**src/hdl/gct_pkg.sv**
```systemverilog
// Package for the gated sixteen-bit counter: register map, field positions and carriers.
// Assumes a 32-bit Avalon-MM register bus with word addressing in bytes.
package gct_pkg;

  // ==========================================================================
  // Register byte offsets.
  // ==========================================================================
  localparam logic [3:0] GCT_OFF_COUNT_LOW = 4'h0;
  localparam logic [3:0] GCT_OFF_COUNT_HIGH = 4'h4;
  localparam logic [3:0] GCT_OFF_COUNTER_CTRL = 4'h8;
  localparam logic [3:0] GCT_OFF_GATE_CTRL = 4'hC;

  // ==========================================================================
  // Counter control register fields.
  // ==========================================================================
  localparam int GCT_CC_ON = 0;
  localparam int GCT_CC_SYNC_BYPASS = 2;
  localparam int GCT_CC_OSC_EN = 3;
  localparam int GCT_CC_CLK_SEL_LO = 6;
  localparam int GCT_CC_OVF_FLAG = 8;
  localparam int GCT_CC_OVF_IE = 9;
  localparam int GCT_CC_GATE_FLAG = 10;
  localparam int GCT_CC_GATE_IE = 11;
  localparam int GCT_CC_PERIPH_IE = 12;
  localparam int GCT_CC_GLOBAL_IE = 13;
  localparam int GCT_CC_SLEEP = 14;

  // ==========================================================================
  // Gate control register fields.
  // ==========================================================================
  localparam int GCT_GC_SRC_LO = 0;
  localparam int GCT_GC_LEVEL = 2;
  localparam int GCT_GC_GO = 3;
  localparam int GCT_GC_SPM = 4;
  localparam int GCT_GC_TOGGLE = 5;
  localparam int GCT_GC_POL = 6;
  localparam int GCT_GC_ENABLE = 7;

  // ==========================================================================
  // Encodings and reset values.
  // ==========================================================================
  localparam logic [1:0] GCT_SRC_PIN = 2'h0;
  localparam logic [1:0] GCT_SRC_WRAP = 2'h1;
  localparam logic [1:0] GCT_SRC_CMP1 = 2'h2;
  localparam logic [1:0] GCT_SRC_CMP2 = 2'h3;
  localparam logic [1:0] GCT_CLK_EXT = 2'h2;
  localparam logic [15:0] GCT_COUNT_RST = 16'h0000;
  localparam logic [15:0] GCT_COUNT_TOP = 16'hFFFF;
  localparam logic [31:0] GCT_UNMAPPED_DATA = 32'h0000_0000;

  // Raw gate sources, grouped as they arrive.
  typedef struct packed {
    logic cmp2;
    logic cmp1;
    logic wrap;
    logic pin;
  } gct_gate_src_t;

endpackage

```
**src/hdl/gct_gate.sv**
```systemverilog
// Gate unit of the gated counter: source select, polarity, toggle, single pulse.
// Assumes all source inputs are already synchronous to clk_i.
`timescale 1ns/1ns
`default_nettype none
module gct_gate
  import gct_pkg::*;
(
  // Clock and reset.
  input wire logic clk_i,
  input wire logic rst_n_i,
  // Sources and configuration.
  input wire gct_gate_src_t src_i,
  input wire logic [1:0] sel_i,
  input wire logic pol_i,
  input wire logic toggle_i,
  input wire logic spm_i,
  input wire logic go_i,
  // Results.
  output logic level_o,
  output logic go_clear_o
);

  // ==========================================================================
  // Source selection and polarity.
  // ==========================================================================
  // Selected raw source.
  wire logic sel_src;
  assign sel_src = src_i[sel_i];
  // Polarity turns the active level into a high level.
  wire logic pol_src;
  assign pol_src = sel_src ~^ pol_i;
  logic pol_src_r; // Previous polarity-corrected source.
  logic tog_r; // Toggle stage flip-flop.
  logic spm_arm_r; // Single pulse: counting window is open.
  wire logic src_rise;
  assign src_rise = pol_src & ~pol_src_r;

  // Toggle stage feeds the single-pulse stage when both are on.
  wire logic stage1;
  assign stage1 = toggle_i ? tog_r : pol_src;
  logic stage1_r;
  wire logic s1_rise;
  assign s1_rise = stage1 & ~stage1_r;
  wire logic s1_fall;
  assign s1_fall = ~stage1 & stage1_r;

  // Previous-value and toggle flip-flops.
  always_ff @(posedge clk_i or negedge rst_n_i) begin
    if (!rst_n_i) begin
      pol_src_r <= 1'b0;
      tog_r <= 1'b0;
      stage1_r <= 1'b0;
    end else begin
      pol_src_r <= pol_src;
      stage1_r <= stage1;
      // Held clear while toggle is off so the measured edge is known.
      if (!toggle_i) begin
        tog_r <= 1'b0;
      end else if (src_rise) begin
        tog_r <= ~tog_r;
      end
    end
  end

  // Single-pulse window opens on a rising edge while go is set and closes on
  // the trailing edge; the go bit is then cleared so nothing reopens it.
  always_ff @(posedge clk_i or negedge rst_n_i) begin
    if (!rst_n_i) begin
      spm_arm_r <= 1'b0;
    end else if (!spm_i || !go_i) begin
      spm_arm_r <= 1'b0;
    end else if (s1_rise && !spm_arm_r) begin
      spm_arm_r <= 1'b1;
    end else if (s1_fall) begin
      spm_arm_r <= 1'b0;
    end
  end

  assign level_o = spm_i ? (spm_arm_r & stage1) : stage1;
  assign go_clear_o = spm_i & go_i & spm_arm_r & s1_fall;

endmodule
`default_nettype wire

```
**src/hdl/gct_top.sv**
```systemverilog
// Gated sixteen-bit counter with Avalon-MM register access.
// Assumes a 10 MHz clk_i; pins and the external count clock are asynchronous.
`timescale 1ns/1ns
`default_nettype none
// Contract
// - Bypass bit: external clock edges counted unsynchronised; code still uses the two-flop synchroniser, skips only retiming
// - Async external mode keeps counting in sleep
// - Mode switching may drop or add increments
// - Byte reads valid under asynchronous external clock
// - Gate enable qualifies counting; polarity picks level
// - Gated count only while gate level active
// - Two-bit field selects gate source
// - Eight-bit timer wrap pulse is gate source
// - Toggle flip-flop flips on each gate edge; here only on rising edges of the polarity-corrected source
// - Toggle off forces toggle flip-flop clear
// - Go bit arms; trailing edge clears go
// - No counting after acquisition until go again
// - Toggle and single pulse operate in series
// - Gate level status readable, even ungated
// - Falling gate level sets gate event flag
// - Gate event flag works without gate enable
// - Counter rollover sets overflow flag
// - Overflow interrupt needs four enables; flag sticky
// - Sleep counting only async external; overflow wakes
// - Crystal oscillator enable held through sleep
// - Counter counts only with counter-on set
// - Counter byte write clears prescale counter
module gct_top
  import gct_pkg::*;
#(
  parameter int PRESCALE_W = 3
)
(
  // Clock and reset.
  input wire logic clk_i,
  input wire logic rst_n_i,
  // Avalon-MM slave.
  input wire logic [3:0] avs_address_i,
  input wire logic avs_read_i,
  input wire logic avs_write_i,
  input wire logic [31:0] avs_writedata_i,
  input wire logic [3:0] avs_byteenable_i,
  output logic [31:0] avs_readdata_o,
  output logic avs_waitrequest_o,
  // External count clock and gate sources, all asynchronous.
  input wire logic external_count_clock_pin_i,
  input wire logic gate_pin_i,
  input wire logic eight_bit_timer_wrap_pulse_i,
  input wire logic comparator_one_out_i,
  input wire logic comparator_two_out_i,
  // Events toward the processor.
  output logic irq_o,
  output logic wake_o,
  output logic crystal_osc_enable_o
);

  // ==========================================================================
  // Elaboration check.
  // ==========================================================================
  if (PRESCALE_W < 3 || PRESCALE_W > 8) begin : g_bad_prescale
    $error("PRESCALE_W must lie between 3 and 8.");
  end

  // ==========================================================================
  // Input synchronisers.
  // ==========================================================================
  // Five asynchronous inputs each pass two flip-flops; the first stage is
  // read only by the second.
  localparam int NSYNC = 5;
  wire logic [NSYNC-1:0] raw_in;
  assign raw_in = {comparator_two_out_i, comparator_one_out_i,
                   eight_bit_timer_wrap_pulse_i, gate_pin_i,
                   external_count_clock_pin_i};
  logic [NSYNC-1:0] meta_r;
  logic [NSYNC-1:0] sync_r;
  for (genvar i = 0; i < NSYNC; i++) begin : g_sync
    // Two-stage synchroniser for one input.
    always_ff @(posedge clk_i or negedge rst_n_i) begin
      if (!rst_n_i) begin
        meta_r[i] <= 1'b0;
        sync_r[i] <= 1'b0;
      end else begin
        meta_r[i] <= raw_in[i];
        sync_r[i] <= meta_r[i];
      end
    end
  end

  // ==========================================================================
  // Control state.
  // ==========================================================================
  logic [15:0] count_r; // Sixteen-bit count.
  logic [PRESCALE_W-1:0] presc_r; // Hidden prescale counter.
  logic [1:0] presc_sel_r; // Prescale ratio select, 1/2/4/8.
  logic counter_on_r;
  logic sync_bypass_r;
  logic crystal_osc_enable_r;
  logic [1:0] count_clock_select_r;
  logic overflow_flag_r;
  logic overflow_irq_enable_r;
  logic gate_event_flag_r;
  logic gate_event_irq_enable_r;
  logic peripheral_irq_enable_r;
  logic global_irq_enable_r;
  logic sleep_r; // Processor sleep indication written by software model.
  logic gate_enable_r;
  logic gate_polarity_r;
  logic gate_toggle_mode_r;
  logic gate_single_pulse_mode_r;
  logic acquisition_go_r;
  logic [1:0] gate_source_select_r;
  logic gate_level_r; // Registered gate level status.
  logic ext_clk_r; // Previous sampled external clock.
  logic [31:0] rdata_r;
  logic wait_r;
  logic irq_r;
  logic wake_r;

  // ==========================================================================
  // Gate unit.
  // ==========================================================================
  wire gct_gate_src_t gate_src;
  assign gate_src = '{cmp2: sync_r[4], cmp1: sync_r[3], wrap: sync_r[2],
                      pin: sync_r[1]};
  wire logic gate_level;
  wire logic go_clear;
  gct_gate u_gate (
    .clk_i(clk_i),
    .rst_n_i(rst_n_i),
    .src_i(gate_src),
    .sel_i(gate_source_select_r),
    .pol_i(gate_polarity_r),
    .toggle_i(gate_toggle_mode_r),
    .spm_i(gate_single_pulse_mode_r),
    .go_i(acquisition_go_r),
    .level_o(gate_level),
    .go_clear_o(go_clear)
  );

  // ==========================================================================
  // Count clock and increment decode.
  // ==========================================================================
  // The bypass path counts on the sampled edge without the extra retiming
  // register; either way the counter stays in clk_i so reads stay coherent.
  wire logic ext_sel;
  assign ext_sel = (count_clock_select_r == GCT_CLK_EXT);
  wire logic ext_rise;
  assign ext_rise = sync_r[0] & ~ext_clk_r;
  logic ext_rise_r;
  wire logic ext_tick;
  assign ext_tick = sync_bypass_r ? ext_rise : ext_rise_r;
  // In sleep only the asynchronous external mode may tick.
  wire logic sleep_ok;
  assign sleep_ok = !sleep_r || (ext_sel && sync_bypass_r);
  wire logic src_tick;
  assign src_tick = (ext_sel ? ext_tick : 1'b1) & sleep_ok;
  // Gate qualifies counting only when gate enable is set.
  wire logic gate_ok;
  assign gate_ok = !gate_enable_r || gate_level;
  wire logic run;
  assign run = counter_on_r & gate_ok;
  // Prescaler terminal count for 1, 2, 4 or 8.
  wire logic [PRESCALE_W-1:0] presc_mask;
  assign presc_mask = PRESCALE_W'((1 << presc_sel_r) - 1);
  wire logic presc_done;
  assign presc_done = ((presc_r & presc_mask) == presc_mask);
  wire logic inc;
  assign inc = run & src_tick & presc_done;
  wire logic rollover;
  assign rollover = inc && (count_r == GCT_COUNT_TOP);
  wire logic gate_fall;
  assign gate_fall = gate_level_r & ~gate_level;

  // ==========================================================================
  // Bus decode.
  // ==========================================================================
  wire logic wr_low;
  assign wr_low = avs_write_i && wait_r == 1'b0 && avs_address_i == GCT_OFF_COUNT_LOW
                  && avs_byteenable_i[0];
  wire logic wr_high;
  assign wr_high = avs_write_i && !wait_r && avs_address_i == GCT_OFF_COUNT_HIGH
                   && avs_byteenable_i[0];
  wire logic wr_cc;
  assign wr_cc = avs_write_i && !wait_r && avs_address_i == GCT_OFF_COUNTER_CTRL;
  wire logic wr_gc;
  assign wr_gc = avs_write_i && !wait_r && avs_address_i == GCT_OFF_GATE_CTRL
                 && avs_byteenable_i[0];
  wire logic [31:0] cc_view;
  assign cc_view = {17'h0, sleep_r, global_irq_enable_r, peripheral_irq_enable_r,
                    gate_event_irq_enable_r, gate_event_flag_r, overflow_irq_enable_r,
                    overflow_flag_r, count_clock_select_r, presc_sel_r,
                    crystal_osc_enable_r, sync_bypass_r, 1'b0, counter_on_r};
  wire logic [31:0] gc_view;
  assign gc_view = {24'h0, gate_enable_r, gate_polarity_r, gate_toggle_mode_r,
                    gate_single_pulse_mode_r, acquisition_go_r,
                    gate_level_r, gate_source_select_r};
  wire logic [31:0] rd_mux;
  assign rd_mux = (avs_address_i == GCT_OFF_COUNT_LOW) ? {24'h0, count_r[7:0]} :
                  (avs_address_i == GCT_OFF_COUNT_HIGH) ? {24'h0, count_r[15:8]} :
                  (avs_address_i == GCT_OFF_COUNTER_CTRL) ? cc_view :
                  (avs_address_i == GCT_OFF_GATE_CTRL) ? gc_view : GCT_UNMAPPED_DATA;

  // ==========================================================================
  // Bus handshake: one wait state, answer on the second edge.
  // ==========================================================================
  // Read data is captured from the registers in clk_i, so no torn byte
  // is ever seen even with an asynchronous external clock.
  always_ff @(posedge clk_i or negedge rst_n_i) begin
    if (!rst_n_i) begin
      wait_r <= 1'b1;
      rdata_r <= GCT_UNMAPPED_DATA;
    end else begin
      wait_r <= !(wait_r && (avs_read_i || avs_write_i));
      if (avs_read_i && wait_r) begin
        rdata_r <= rd_mux;
      end
    end
  end

  // ==========================================================================
  // Counter and prescaler.
  // ==========================================================================
  // A byte write wins over an increment in the same cycle; software is
  // expected to stop the counter first, so this only matters for misuse.
  always_ff @(posedge clk_i or negedge rst_n_i) begin
    if (!rst_n_i) begin
      count_r <= GCT_COUNT_RST;
      presc_r <= '0;
      ext_clk_r <= 1'b0;
      ext_rise_r <= 1'b0;
    end else begin
      ext_clk_r <= sync_r[0];
      ext_rise_r <= ext_rise;
      if (wr_low || wr_high) begin
        presc_r <= '0;
        if (wr_low) begin
          count_r[7:0] <= avs_writedata_i[7:0];
        end else begin
          count_r[15:8] <= avs_writedata_i[7:0];
        end
      end else if (run && src_tick) begin
        presc_r <= presc_done ? '0 : presc_r + 1'b1;
        if (inc) begin
          count_r <= count_r + 16'h0001;
        end
      end
    end
  end

  // ==========================================================================
  // Control registers.
  // ==========================================================================
  // Hardware sets of the sticky flags win over a software clear.
  always_ff @(posedge clk_i or negedge rst_n_i) begin
    if (!rst_n_i) begin
      counter_on_r <= 1'b0;
      sync_bypass_r <= 1'b0;
      crystal_osc_enable_r <= 1'b0;
      count_clock_select_r <= 2'h0;
      presc_sel_r <= 2'h0;
      overflow_flag_r <= 1'b0;
      overflow_irq_enable_r <= 1'b0;
      gate_event_flag_r <= 1'b0;
      gate_event_irq_enable_r <= 1'b0;
      peripheral_irq_enable_r <= 1'b0;
      global_irq_enable_r <= 1'b0;
      sleep_r <= 1'b0;
    end else begin
      if (wr_cc) begin
        if (avs_byteenable_i[0]) begin
          counter_on_r <= avs_writedata_i[GCT_CC_ON];
          sync_bypass_r <= avs_writedata_i[GCT_CC_SYNC_BYPASS];
          crystal_osc_enable_r <= avs_writedata_i[GCT_CC_OSC_EN];
          presc_sel_r <= avs_writedata_i[5:4];
          count_clock_select_r <= avs_writedata_i[GCT_CC_CLK_SEL_LO +: 2];
        end
        if (avs_byteenable_i[1]) begin
          overflow_flag_r <= avs_writedata_i[GCT_CC_OVF_FLAG] | rollover;
          overflow_irq_enable_r <= avs_writedata_i[GCT_CC_OVF_IE];
          gate_event_flag_r <= avs_writedata_i[GCT_CC_GATE_FLAG] | gate_fall;
          gate_event_irq_enable_r <= avs_writedata_i[GCT_CC_GATE_IE];
          peripheral_irq_enable_r <= avs_writedata_i[GCT_CC_PERIPH_IE];
          global_irq_enable_r <= avs_writedata_i[GCT_CC_GLOBAL_IE];
          sleep_r <= avs_writedata_i[GCT_CC_SLEEP];
        end else begin
          overflow_flag_r <= overflow_flag_r | rollover;
          gate_event_flag_r <= gate_event_flag_r | gate_fall;
        end
      end else begin
        overflow_flag_r <= overflow_flag_r | rollover;
        gate_event_flag_r <= gate_event_flag_r | gate_fall;
        // Overflow wakes the processor from sleep.
        if (sleep_r && rollover) begin
          sleep_r <= 1'b0;
        end
      end
    end
  end

  // Gate control register; the go bit is cleared by hardware and a
  // hardware clear takes priority over a simultaneous software write.
  always_ff @(posedge clk_i or negedge rst_n_i) begin
    if (!rst_n_i) begin
      gate_enable_r <= 1'b0;
      gate_polarity_r <= 1'b0;
      gate_toggle_mode_r <= 1'b0;
      gate_single_pulse_mode_r <= 1'b0;
      acquisition_go_r <= 1'b0;
      gate_source_select_r <= GCT_SRC_PIN;
      gate_level_r <= 1'b0;
    end else begin
      gate_level_r <= gate_level;
      if (wr_gc) begin
        gate_enable_r <= avs_writedata_i[GCT_GC_ENABLE];
        gate_polarity_r <= avs_writedata_i[GCT_GC_POL];
        gate_toggle_mode_r <= avs_writedata_i[GCT_GC_TOGGLE];
        gate_single_pulse_mode_r <= avs_writedata_i[GCT_GC_SPM];
        gate_source_select_r <= avs_writedata_i[GCT_GC_SRC_LO +: 2];
      end
      if (go_clear) begin
        acquisition_go_r <= 1'b0;
      end else if (wr_gc) begin
        acquisition_go_r <= avs_writedata_i[GCT_GC_GO];
      end
    end
  end

  // ==========================================================================
  // Interrupt and wake outputs.
  // ==========================================================================
  // Overflow needs counter-on and all three enables; the gate event needs
  // its own enable plus the peripheral and global enables.
  wire logic ovf_irq;
  assign ovf_irq = overflow_flag_r & counter_on_r & overflow_irq_enable_r
                   & peripheral_irq_enable_r & global_irq_enable_r;
  wire logic gate_irq;
  assign gate_irq = gate_event_flag_r & gate_event_irq_enable_r
                    & peripheral_irq_enable_r & global_irq_enable_r;
  always_ff @(posedge clk_i or negedge rst_n_i) begin
    if (!rst_n_i) begin
      irq_r <= 1'b0;
      wake_r <= 1'b0;
    end else begin
      irq_r <= ovf_irq | gate_irq;
      wake_r <= sleep_r & rollover & overflow_irq_enable_r & peripheral_irq_enable_r;
    end
  end

  assign irq_o = irq_r;
  assign wake_o = wake_r;
  assign crystal_osc_enable_o = crystal_osc_enable_r;
  assign avs_readdata_o = rdata_r;
  assign avs_waitrequest_o = wait_r;

endmodule
`default_nettype wire

```
**config.mk**
```make
export PLATFORM = sky130hd
export DESIGN_NAME = gct_top
export DESIGN_NICKNAME = d
export VERILOG_FILES = /design/src/hdl/gct_pkg.sv /design/src/hdl/gct_gate.sv /design/src/hdl/gct_top.sv
export SDC_FILE = /design/constraint.sdc
export NUM_CORES = 1
export LEC_CHECK = 0
export ABC_AREA = 1
export BUFFER_PORTS_ARGS = -buffer_cell sky130_fd_sc_hd__buf_2
export CORE_ASPECT_RATIO = 0.5
export CORE_MARGIN = 2
export CORE_UTILIZATION = 45
export CTS_BUF_LIST = sky130_fd_sc_hd__clkbuf_8
export DETAILED_ROUTE_END_ITERATION = 6
export GPL_TIMING_DRIVEN = 0
export HOLD_SLACK_MARGIN = 0.08
export PLACE_DENSITY = 0.68
export SLEW_MARGIN = 25
export SYNTH_ARGS = -nofsm -noshare
export SYNTH_HDL_FRONTEND = slang
export SYNTH_HIERARCHICAL = 1
export SYNTH_SLANG_ARGS = --single-unit
```
**constraint.sdc**
```tcl
create_clock -name clk_i -period 4.7 [get_ports clk_i]
set_input_delay 0.235 -clock clk_i [delete_from_list [all_inputs] [get_ports clk_i]]
set_output_delay 0.235 -clock clk_i [all_outputs]
set_load 0.01 [all_outputs]
```
-- Word level (Yosys, flattened, before mapping)
Cells that the tools add are included.
- bitwise gates (word level): 37
- reduce and logical (&&, ||, !) cells: 39
- shift-type cells: 1
- mux-type cells: 32
- eq/ne operators: 10
- add/sub/neg operators: 3
- $lt $le $gt $ge: 1
- operator list (kind ; number):
    $mux W16 ; 3
    $mux W15 ; 3
    $mux W8 ; 3
    $and A1 B1 Y1 ; 23
    $mux W1 ; 19
    $add A16 B1 Y16 const B ; 1
    $eq A16 B16 Y1 const B ; 1
    $logic_and A1 B1 Y1 ; 16
    $mux W3 ; 3
    $eq A4 B4 Y1 const B ; 2
    $reduce_bool A2 Y1 ; 4
    $logic_not A1 Y1 ; 7
    $not A1 Y1 ; 7
    $ne A2 B2 Y1 const B ; 3
    $reduce_and A2 Y1 ; 3
    $reduce_and A3 Y1 ; 2
    $logic_or A1 B1 Y1 ; 5
    $or A1 B1 Y1 ; 5
    $eq A4 B3 Y1 const B ; 1
    $logic_not A4 Y1 ; 1
    $add A3 B1 Y3 const B ; 1
    $and A3 B3 Y3 ; 1
    $eq A3 B3 Y1 ; 1
    $lt A2 B3 Y1 const B ; 1
    7 further kinds ; 7
- output and inout bits: 36
- word-level logic and storage cells: 165
- flip-flop bits (word level): 92

-- Logic depth before layout (Yosys ltp)
Gate-level depths: netlist of run 1.
- depth after elaboration: 14
- gate-level depth with buffers: 17
- gate-level depth less buffers: 17

-- Hierarchy
Netlist of run 1, hierarchy kept.
- by module, submodules not included (module ; cells each ; sequential area each (µm²) ; instances ; area an instance (µm²)):
    gct_top ; 463 ; 1778.0 ; 1 ; 3614.7
    gct_gate ; 37 ; 100.1 ; 1 ; 311.5

-- Worst setup path before layout of run 1
OpenSTA, ideal clock, no wires.
- path type: reg2reg
- start: register gate_source_select_r[0]
- end: register count_r[0]
- period minus slack after synthesis: 1.864 ns
- slack: 2.836 ns
- stages on the path, launching flop included: 17
- path buffers: 1
- arrival: 1.799 ns
- required time: 4.635 ns
- cell sequence: dfrtp_1 inv_1 nand2_1 nand3_2 nand2_2 nand2_4 nand3_4 nand2_4 inv_2 a21oi_2 nor2_1 nor2_1 nand3_2 o21ai_2 buf_2 nand3_1 nand2_1
- longest elaborated chain between the ends: 12
- elaborated cells between the ends (all ways): 14
- classes of those cells: 4 x mux; 5 x bitwise; 5 x reduce/logical
- ends and longest elaborated chain (item ; RTL line ; source):
    start, declared ; gct_top.sv:111 ; logic [1:0] gate_source_select_r;
    start signal, assigned ; gct_top.sv:318 ; gate_source_select_r <= avs_writedata_i[GCT_GC_SRC_LO +: 2];
    $bmux W1 S2 * ; gct_gate.sv:28 ; assign sel_src = src_i[sel_i];
    $mux W1 (not written as such) * ; gct_gate.sv:28 ;
    $xnor A1 B1 Y1 * ; gct_gate.sv:31 ; assign pol_src = sel_src ~^ pol_i;
    $mux W1 * ; gct_gate.sv:40 ; assign stage1 = toggle_i ? tog_r : pol_src;
    via u_gate.stage1 ; gct_gate.sv:39 ; wire logic stage1;
    $and A1 B1 Y1 ; gct_gate.sv:79 ; assign level_o = spm_i ? (spm_arm_r & stage1) : stage1;
    $mux W1 * ; gct_gate.sv:79 ;
    via gate_level ; gct_top.sv:125 ; wire logic gate_level;
    $logic_or A1 B1 Y1 * ; gct_top.sv:159 ; assign gate_ok = !gate_enable_r || gate_level;
    $and A1 B1 Y1 * ; gct_top.sv:161 ; assign run = counter_on_r & gate_ok;
    $and A1 B1 Y1 (2 in series) ; gct_top.sv:168 ; assign inc = run & src_tick & presc_done;
    $reduce_bool A2 Y1 (no line) ; -- ;
    $reduce_and A3 Y1 (no line) * ; -- ;
    end signal, assigned ; gct_top.sv:237 ; count_r[7:0] <= avs_writedata_i[7:0];
    end signal, assigned ; gct_top.sv:244 ; count_r <= count_r + 16'h0001;
    end, declared ; gct_top.sv:92 ; logic [15:0] count_r;
The timed path passes the listed nets; every way through them passes the cells marked *. The select of a mux whose other input is x is not followed.
A chain may end at the register's enable or synchronous reset.

-- Final worst setup path of run 1
- start: register gate_source_select_r[0]
- end: register count_r[7]
Same word-level chain as after synthesis.

==> flow_summary.toml, run 1 <==
[timing]
final_hold_viol_count = 0
fin_skew_ns = 0.00847
setup_tns_ns = 0
fmax_mhz = 451
finalSetupViolCount = 0
rsz0062_at_grt = "false"
period_needed_ns = 2.22
finalMaxSlewViolations = 0
fin_crit_sh = 0.472

[global_routing]
grt_max_degree = 40
grt_pass1_wl_um = 16000
grt_pass1_vias = 3258
antenna_found_initial = 0
track_usage = 0.221
overflow = 0

[synthesis]
synth_edf_count = 0
synth-async-reset-ratio = 1.00
synth_flop_cell = "dfrtp_1"
syn_avg_cell_area_sq_um = 7.85
netlist_area_sq_um = 3930
yosysUniqueCellTypes = 41
ys_seq_elements = 75
yosys_warnings = 6
synthCells = 500
ys_seq_area_frac = 0.478

[finish]
regArea_sq_um = 1880
n_antenna_cell = 0
area_delta_synth_final_pct = 20.4
drive_gt1_frac = 0.202
nets = 640
multi_input_area_sq_um = 1730
fillers = 848
utilization = 0.550

[setup_path]
end_kind = "flip-flop"
worstPathRequired_ns = 5.00
critical-path-top-delay-family = "simple AND/OR/NAND/NOR gates"
critPathBufInv = 3
slowest_delay_ns = 0.42
path_class = "flip-flop to flip-flop"
cp_cell_sequence = "inv_1 -> nand2_1 -> nand3_2 -> nand2_2 -> nand2_4 -> nand3_4 -> nand2_4 -> inv_2 -> a21oi_2 -> nor2_1 -> nor2_1 -> nand3_2 -> o21ai_2 -> buf_2 -> nand3_1 -> nand2_1"
cp-start-kind = "flip-flop"
critical_path_arrival_ns = 2.52
r2r_start = "gate_source_select_r[0]$_DFFE_PN0P_"
startpoint = "gate_source_select_r[0]$_DFFE_PN0P_"
path_max_fanout = 10
reg2reg_setup_slack_ns = 2.48
crit_slowest_cell = "dfrtp_1"

[clock_network]
clock_path_buffers = 2
clock_sinks = 75
clock_latency_ns = 0.36
cts_setup_buffers = 0
tritoncts = "built"
htreeDepth = 3
clkTransAtPathRegs_ns = 0.09
root_buffer = "clkbuf_8"
cts-buffers-inserted = 9

[floorplanning]
die_height_um = 70.1
io_pins = 85
core_area_sq_um = 8590
initial_core_util = 0.457
dieArea_sq_um = 9530
fp.dieW_um = 136
rows = 24

[job]
cap_violations = 0

[placed_design]
hpwlAfterDp_um = 7160
port_buffers = 48
place_congestion = 0.952

[route]
drtIter0Drc = 248
vias_per_cell = 4.88
first_pass_iters = 4
wl_per_cell_um = 13.4
vias = 3472
postRouteAntennaNets = 0
drc_errors = 0
routed_wl_um = 9520

[status]
outcome = "finished, final reports clean"

[pwr]
p_per_area_nw_per_um2 = 377
peakVddDrop_mv = 0.122
power.leakage_nw = 2.50

[hold_path]
hp-start = "avs_writedata_i[10]"
hold_path_class = "input port to flip-flop"
flip-flops by register name (all words and copies together), names as in the netlist, 2 cells and up:
signal / flops
presc_r: 3
meta_r: 5
gate_source_select_r: 2
presc_sel_r: 2
count_r: 16
count_clock_select_r: 2
avs_readdata_o: 15
gate_src: 4
power by group:
part | switching, mW | internal, mW
Clock | 0.263 | 0.250
Sequential | 0.110 | 0.750
Combinational | 0.244 | 0.163
Total | 0.618 | 1.16
logic make-up after synthesis:
kind of cell,share of synthesized area
AOI/OAI and AO/OA,0.0943
xor gates and xnor gates,0.00892
adders and majority gates,0.00637
buffers and inverters,0.0959
DFF,0.478
muxes,0.00287
other,0.000955
and+or+nand+nor,0.312
worst reg2reg max path, stage by stage, from the launching register on:
cell and delay, ns:
dfrtp_1 0.42, inv_1 0.08, nand2_1 0.06, nand3_2 0.08, nand2_2 0.06, nand2_4 0.07, nand3_4 0.08, nand2_4 0.08
inv_2 0.03, a21oi_2 0.15, nor2_1 0.07, nor2_1 0.14, nand3_2 0.18, o21ai_2 0.21, buf_2 0.24, nand3_1 0.11
nand2_1 0.08
cells in the mapped netlist (all sizes together), types with 3 or more instances:
cell type,number,area [sq um]
nand2,185,732
dfrtp,74,1850
inv,50,190
nand3,39,245
o21ai,39,199
nor2,37,146
buf,23,166
a21oi,16,83.8
nand4,6,43.8
o211ai,4,30.0
o221ai,4,35.0
nor3,3,31.3
xor2,3,26.3
metrics by stage:
step                      power [mW]  instances  area [sq um]  hold slack (ns)  setup slack [ns]
final                           1.78        711          4730            0.119              2.48
after global routing            1.89        711          4730            0.111              2.22
after CTS                       1.79        711          4730            0.102              2.46
after detailed placement        1.27        682          4400            0.242              2.48
after global placement          1.25        681          4370            0.335              2.52
after floorplan                 1.13        516          3990          -0.0606              2.84
cell type report:
type                    instances  share of cell area
repair buffers                 62              0.0831
well taps                     117              0.0310
inverters                      52              0.0429
flip-flops and latches         75               0.397
clock buffers                   9              0.0262
clock inverters                 7              0.0164
multi-input cells             364               0.366
plain buffers                  25              0.0368
per-layer routing:
layer,up-vias,global-route usage,share of wire
li1,1747,-,-
met1,1602,0.303,0.46
met2,101,0.334,0.44
met3,22,0.0595,0.073
met4,0,0.0833,0.025
met5,-,0,0
cell usage in the layout (no fill, tap or decap), drive strengths merged, types with 2 or more instances in the layout:
cell	n
nand3	39
clkbuf	11
o221ai	4
clkinv	3
o211ai	4
nand4	6
inv	53
xor2	3
nand2	185
o21ai	39
buf	72
nand3b	2
or2	2
clkinvlp	2
conb	17
a21oi	16
nor2	37
dlygate4sd3	13
dfrtp	74
ha	2
nor3	3
final timing paths:
check                                         endpoint  depth (start not counted)
max                             count_r[7]$_DFFE_PN0P_                         16
min                        gate_event_flag_r$_DFF_PN0_                          3
max reg2reg                     count_r[7]$_DFFE_PN0P_                         16
min reg2reg                      gate_src[2]$_DFF_PN0_                          0
max in group asynchronous  avs_waitrequest_o$_DFF_PN1_                          3
min in group asynchronous       count_r[4]$_DFFE_PN0P_                          2
timing repair:
item	CTS	global route
hold endpoints to repair	47	0
hold buffers	13	0
resized for setup	0	0
Power figures use the tool's default switching activity.
==> inputs of run 2 (changes only) <==
--- a/config.mk
+++ b/config.mk
@@ -5,7 +5,7 @@
 export SDC_FILE = /design/constraint.sdc
 export NUM_CORES = 1
 export LEC_CHECK = 0
-export ABC_AREA = 1
+export ABC_AREA = 0
 export BUFFER_PORTS_ARGS = -buffer_cell sky130_fd_sc_hd__buf_2
 export CORE_ASPECT_RATIO = 0.5
 export CORE_MARGIN = 2
==> constraint.sdc (replaced) <==
create_clock -name clk_i -period 2.05 [get_ports clk_i]
set_input_delay 0.1025 -clock clk_i [delete_from_list [all_inputs] [get_ports clk_i]]
set_output_delay 0.1025 -clock clk_i [all_outputs]
set_load 0.01 [all_outputs]
==> flow_summary.toml, run 2 <==
[setup_path]
reg2reg_setup_slack_ns = -0.87
cp-start-kind = "flip-flop"
path_max_fanout = 3
worstPathRequired_ns = 2.32
critical_path_arrival_ns = 3.19
path_class = "flip-flop to flip-flop"
r2r_cells = 10
end_kind = "flip-flop"

[global_routing]
track_usage = 0.246
antenna_found_initial = 0
overflow = 0
grt_pass1_vias = 3410
grt_pass1_wl_um = 17500
grt_max_degree = 40

[synthesis]
synth.most_common_cell = "dfrtp_1"
synth.area.top_cells = "dfrtp_1, mux2_2, buf_4"
synth_flop_cell = "dfrtp_1"
synth-async-reset-ratio = 1.00
ys_seq_elements = 75
syn_avg_cell_area_sq_um = 11.2
synth_top_area_share = 0.481
synth_common_cells = "dfrtp_1, nor2_1, buf_4, mux2_2, nand2_1"
yosys_warnings = 6
yosys.area.top_type = "dfrtp_1"
synthCells = 344
ys_seq_area_frac = 0.488
synth_edf_count = 0
netlist_area_sq_um = 3850
yosysUniqueCellTypes = 70

[status]
violations = "negative setup slack"
outcome = "finished, violations left"

[timing]
period_needed_ns = 2.92
max-slew-margin-rel = 0.396
finalMaxSlewViolations = 0
fin_crit_sh = 1.42
fmax_mhz = 343
finalSetupViolCount = 22
setup_tns_ns = -16.72
fin_skew_ns = 0.00798
fin_ws_ns = -0.869
final_hold_viol_count = 0
rsz0062_at_grt = "true"
tightest_slew_ns = 0.899

[job]
cap_violations = 0

[floorplanning]
initial_core_util = 0.473
die_height_um = 69.4
dieArea_sq_um = 9360
io_pins = 85
fp.dieW_um = 135
core_area_sq_um = 8140
rows = 23

[finish]
fillers = 658
nets = 511
area_delta_synth_final_pct = 35.7
largest_reg_flops = 16
utilization = 0.642
most-common-layout-cells = "dfrtp_1, buf_2, buf_4, dlygate4sd3_1, nor2_1"
final_common_cell = "dfrtp_1"
multi_input_area_sq_um = 2070
drive_gt1_frac = 0.366
n_antenna_cell = 0
regMostFlops = "count_r"
regArea_sq_um = 1880

[clock_network]
clock_path_buffers = 2
clkTransAtPathRegs_ns = 0.08
cts-buffers-inserted = 9
tritoncts = "built"
htreeDepth = 3
root_buffer = "clkbuf_8"
clock_sinks = 75
clock_latency_ns = 0.37

[route]
vias_per_cell = 5.82
first_pass_iters = 5
vias = 3360
drtIter0Drc = 356
routed_wl_um = 11000
postRouteAntennaNets = 0
drc_errors = 0
wl_per_cell_um = 19.0

[pwr]
p_per_area_nw_per_um2 = 870
total_power_mw = 4.55
power.leakage_nw = 2.40
peakVddDrop_mv = 0.474

[hold_path]
hold_depth = 3
hold_path_class = "input port to flip-flop"

[placed_design]
hpwlAfterDp_um = 7590
place_congestion = 0.934
port_buffers = 48
==> run 2: cell types whose count changed after synthesis, sizes merged, moves of 8 or more <==
cell    previous run  this run
a21oi             16         6
nor2              37        22
nand3             39        16
nand2            185        20
inv               50         7
nand2b             0         8
o21ai             39        14
a22o               0        15
mux2               1        19
==> run 2: what timing repair did <==
action	in CTS	in global routing
gates resized for setup	31	17
hold endpoints to repair	72	0
endpoints found under the setup margin	22	22
gates cloned	0	0
hold buffers	25	0
pin swaps	16	17
setup buffers	13	3
==> run 2: power breakdown <==
group | total (mW) | switching [mW] | internal [mW] | leakage (nW)
Combinational | 1.13 | 0.548 | 0.579 | 1.33
Clock | 1.43 | 0.585 | 0.843 | 0.126
Sequential | 1.99 | 0.294 | 1.70 | 0.948
==> run 2: final cells by class <==
cell class              count  share of cell area
repair buffers             89               0.125
clock buffers              10              0.0263
plain buffers              31              0.0393
well taps                 112              0.0268
inverters                   7             0.00503
flip-flops and latches     75               0.360
clock inverters             6              0.0216
multi-input cells         247               0.396
==> run 2: through the flow <==
step / std cells / hold slack, ns / cell area [sq um] / setup slack (ns)
finish: 577 / 0.158 / 5230 / -0.869
global route: 577 / 0.157 / 5230 / -0.931
CTS: 575 / 0.157 / 5110 / -0.915
detailed placement: 521 / 0.101 / 4360 / -1.19
global placement: 520 / 0.212 / 4330 / -1.12
floorplan: 360 / -0.193 / 3950 / -0.714
==> run 2: routing by layer <==
metal,vias up,global-route usage,wire length [um]
met5,-,0,0
met4,0,0.0760,163
met3,23,0.0570,852
met2,153,0.390,5090
met1,1684,0.338,4880
li1,1500,-,-
==> run 2: final timing paths <==
check,startpoint,end
hold / removal,avs_address_i[1],avs_readdata_o[6]$_DFFE_PN0P_
setup reg to reg,gate_source_select_r[1]$_DFFE_PN0P_,count_r[15]$_DFFE_PN0P_
min in group asynchronous,rst_n_i,u_gate/stage1_r$_DFF_PN0_
max in group asynchronous,rst_n_i,avs_waitrequest_o$_DFF_PN1_
setup / recovery,gate_source_select_r[1]$_DFFE_PN0P_,count_r[15]$_DFFE_PN0P_
hold reg to reg,meta_r[0]$_DFF_PN0_,sync_r[0]$_DFF_PN0_
==> run 2: cells by family (layout without fill, tap and decap cells) <==
logic type / count (synthesis) / in the layout / share of synthesized area
AND/OR/NAND/NOR: 116 / 116 / 0.171
XOR/XNOR: 3 / 3 / 0.00682
adder cells (fa/ha/maj): 3 / 3 / 0.00910
flip-flops: 75 / 75 / 0.488
other: 1 / 17 / 0.000974
AO/OA/AOI/OAI: 75 / 75 / 0.148
buffers and inverters: 38 / 143 / 0.0591
multiplexers: 33 / 33 / 0.117
==> run 2: worst max-delay path, cell delays in order, from the launching register on <==
cell,delay (ns)
dfrtp_2,0.42
mux2i_4,0.28
mux2_4,0.33
a311oi_4,0.22
a21boi_4,0.27
nand2b_4,0.17
buf_4,0.11
o211ai_1,0.16
nand2b_4,0.20
or4_1,0.40
a31oi_1,0.26
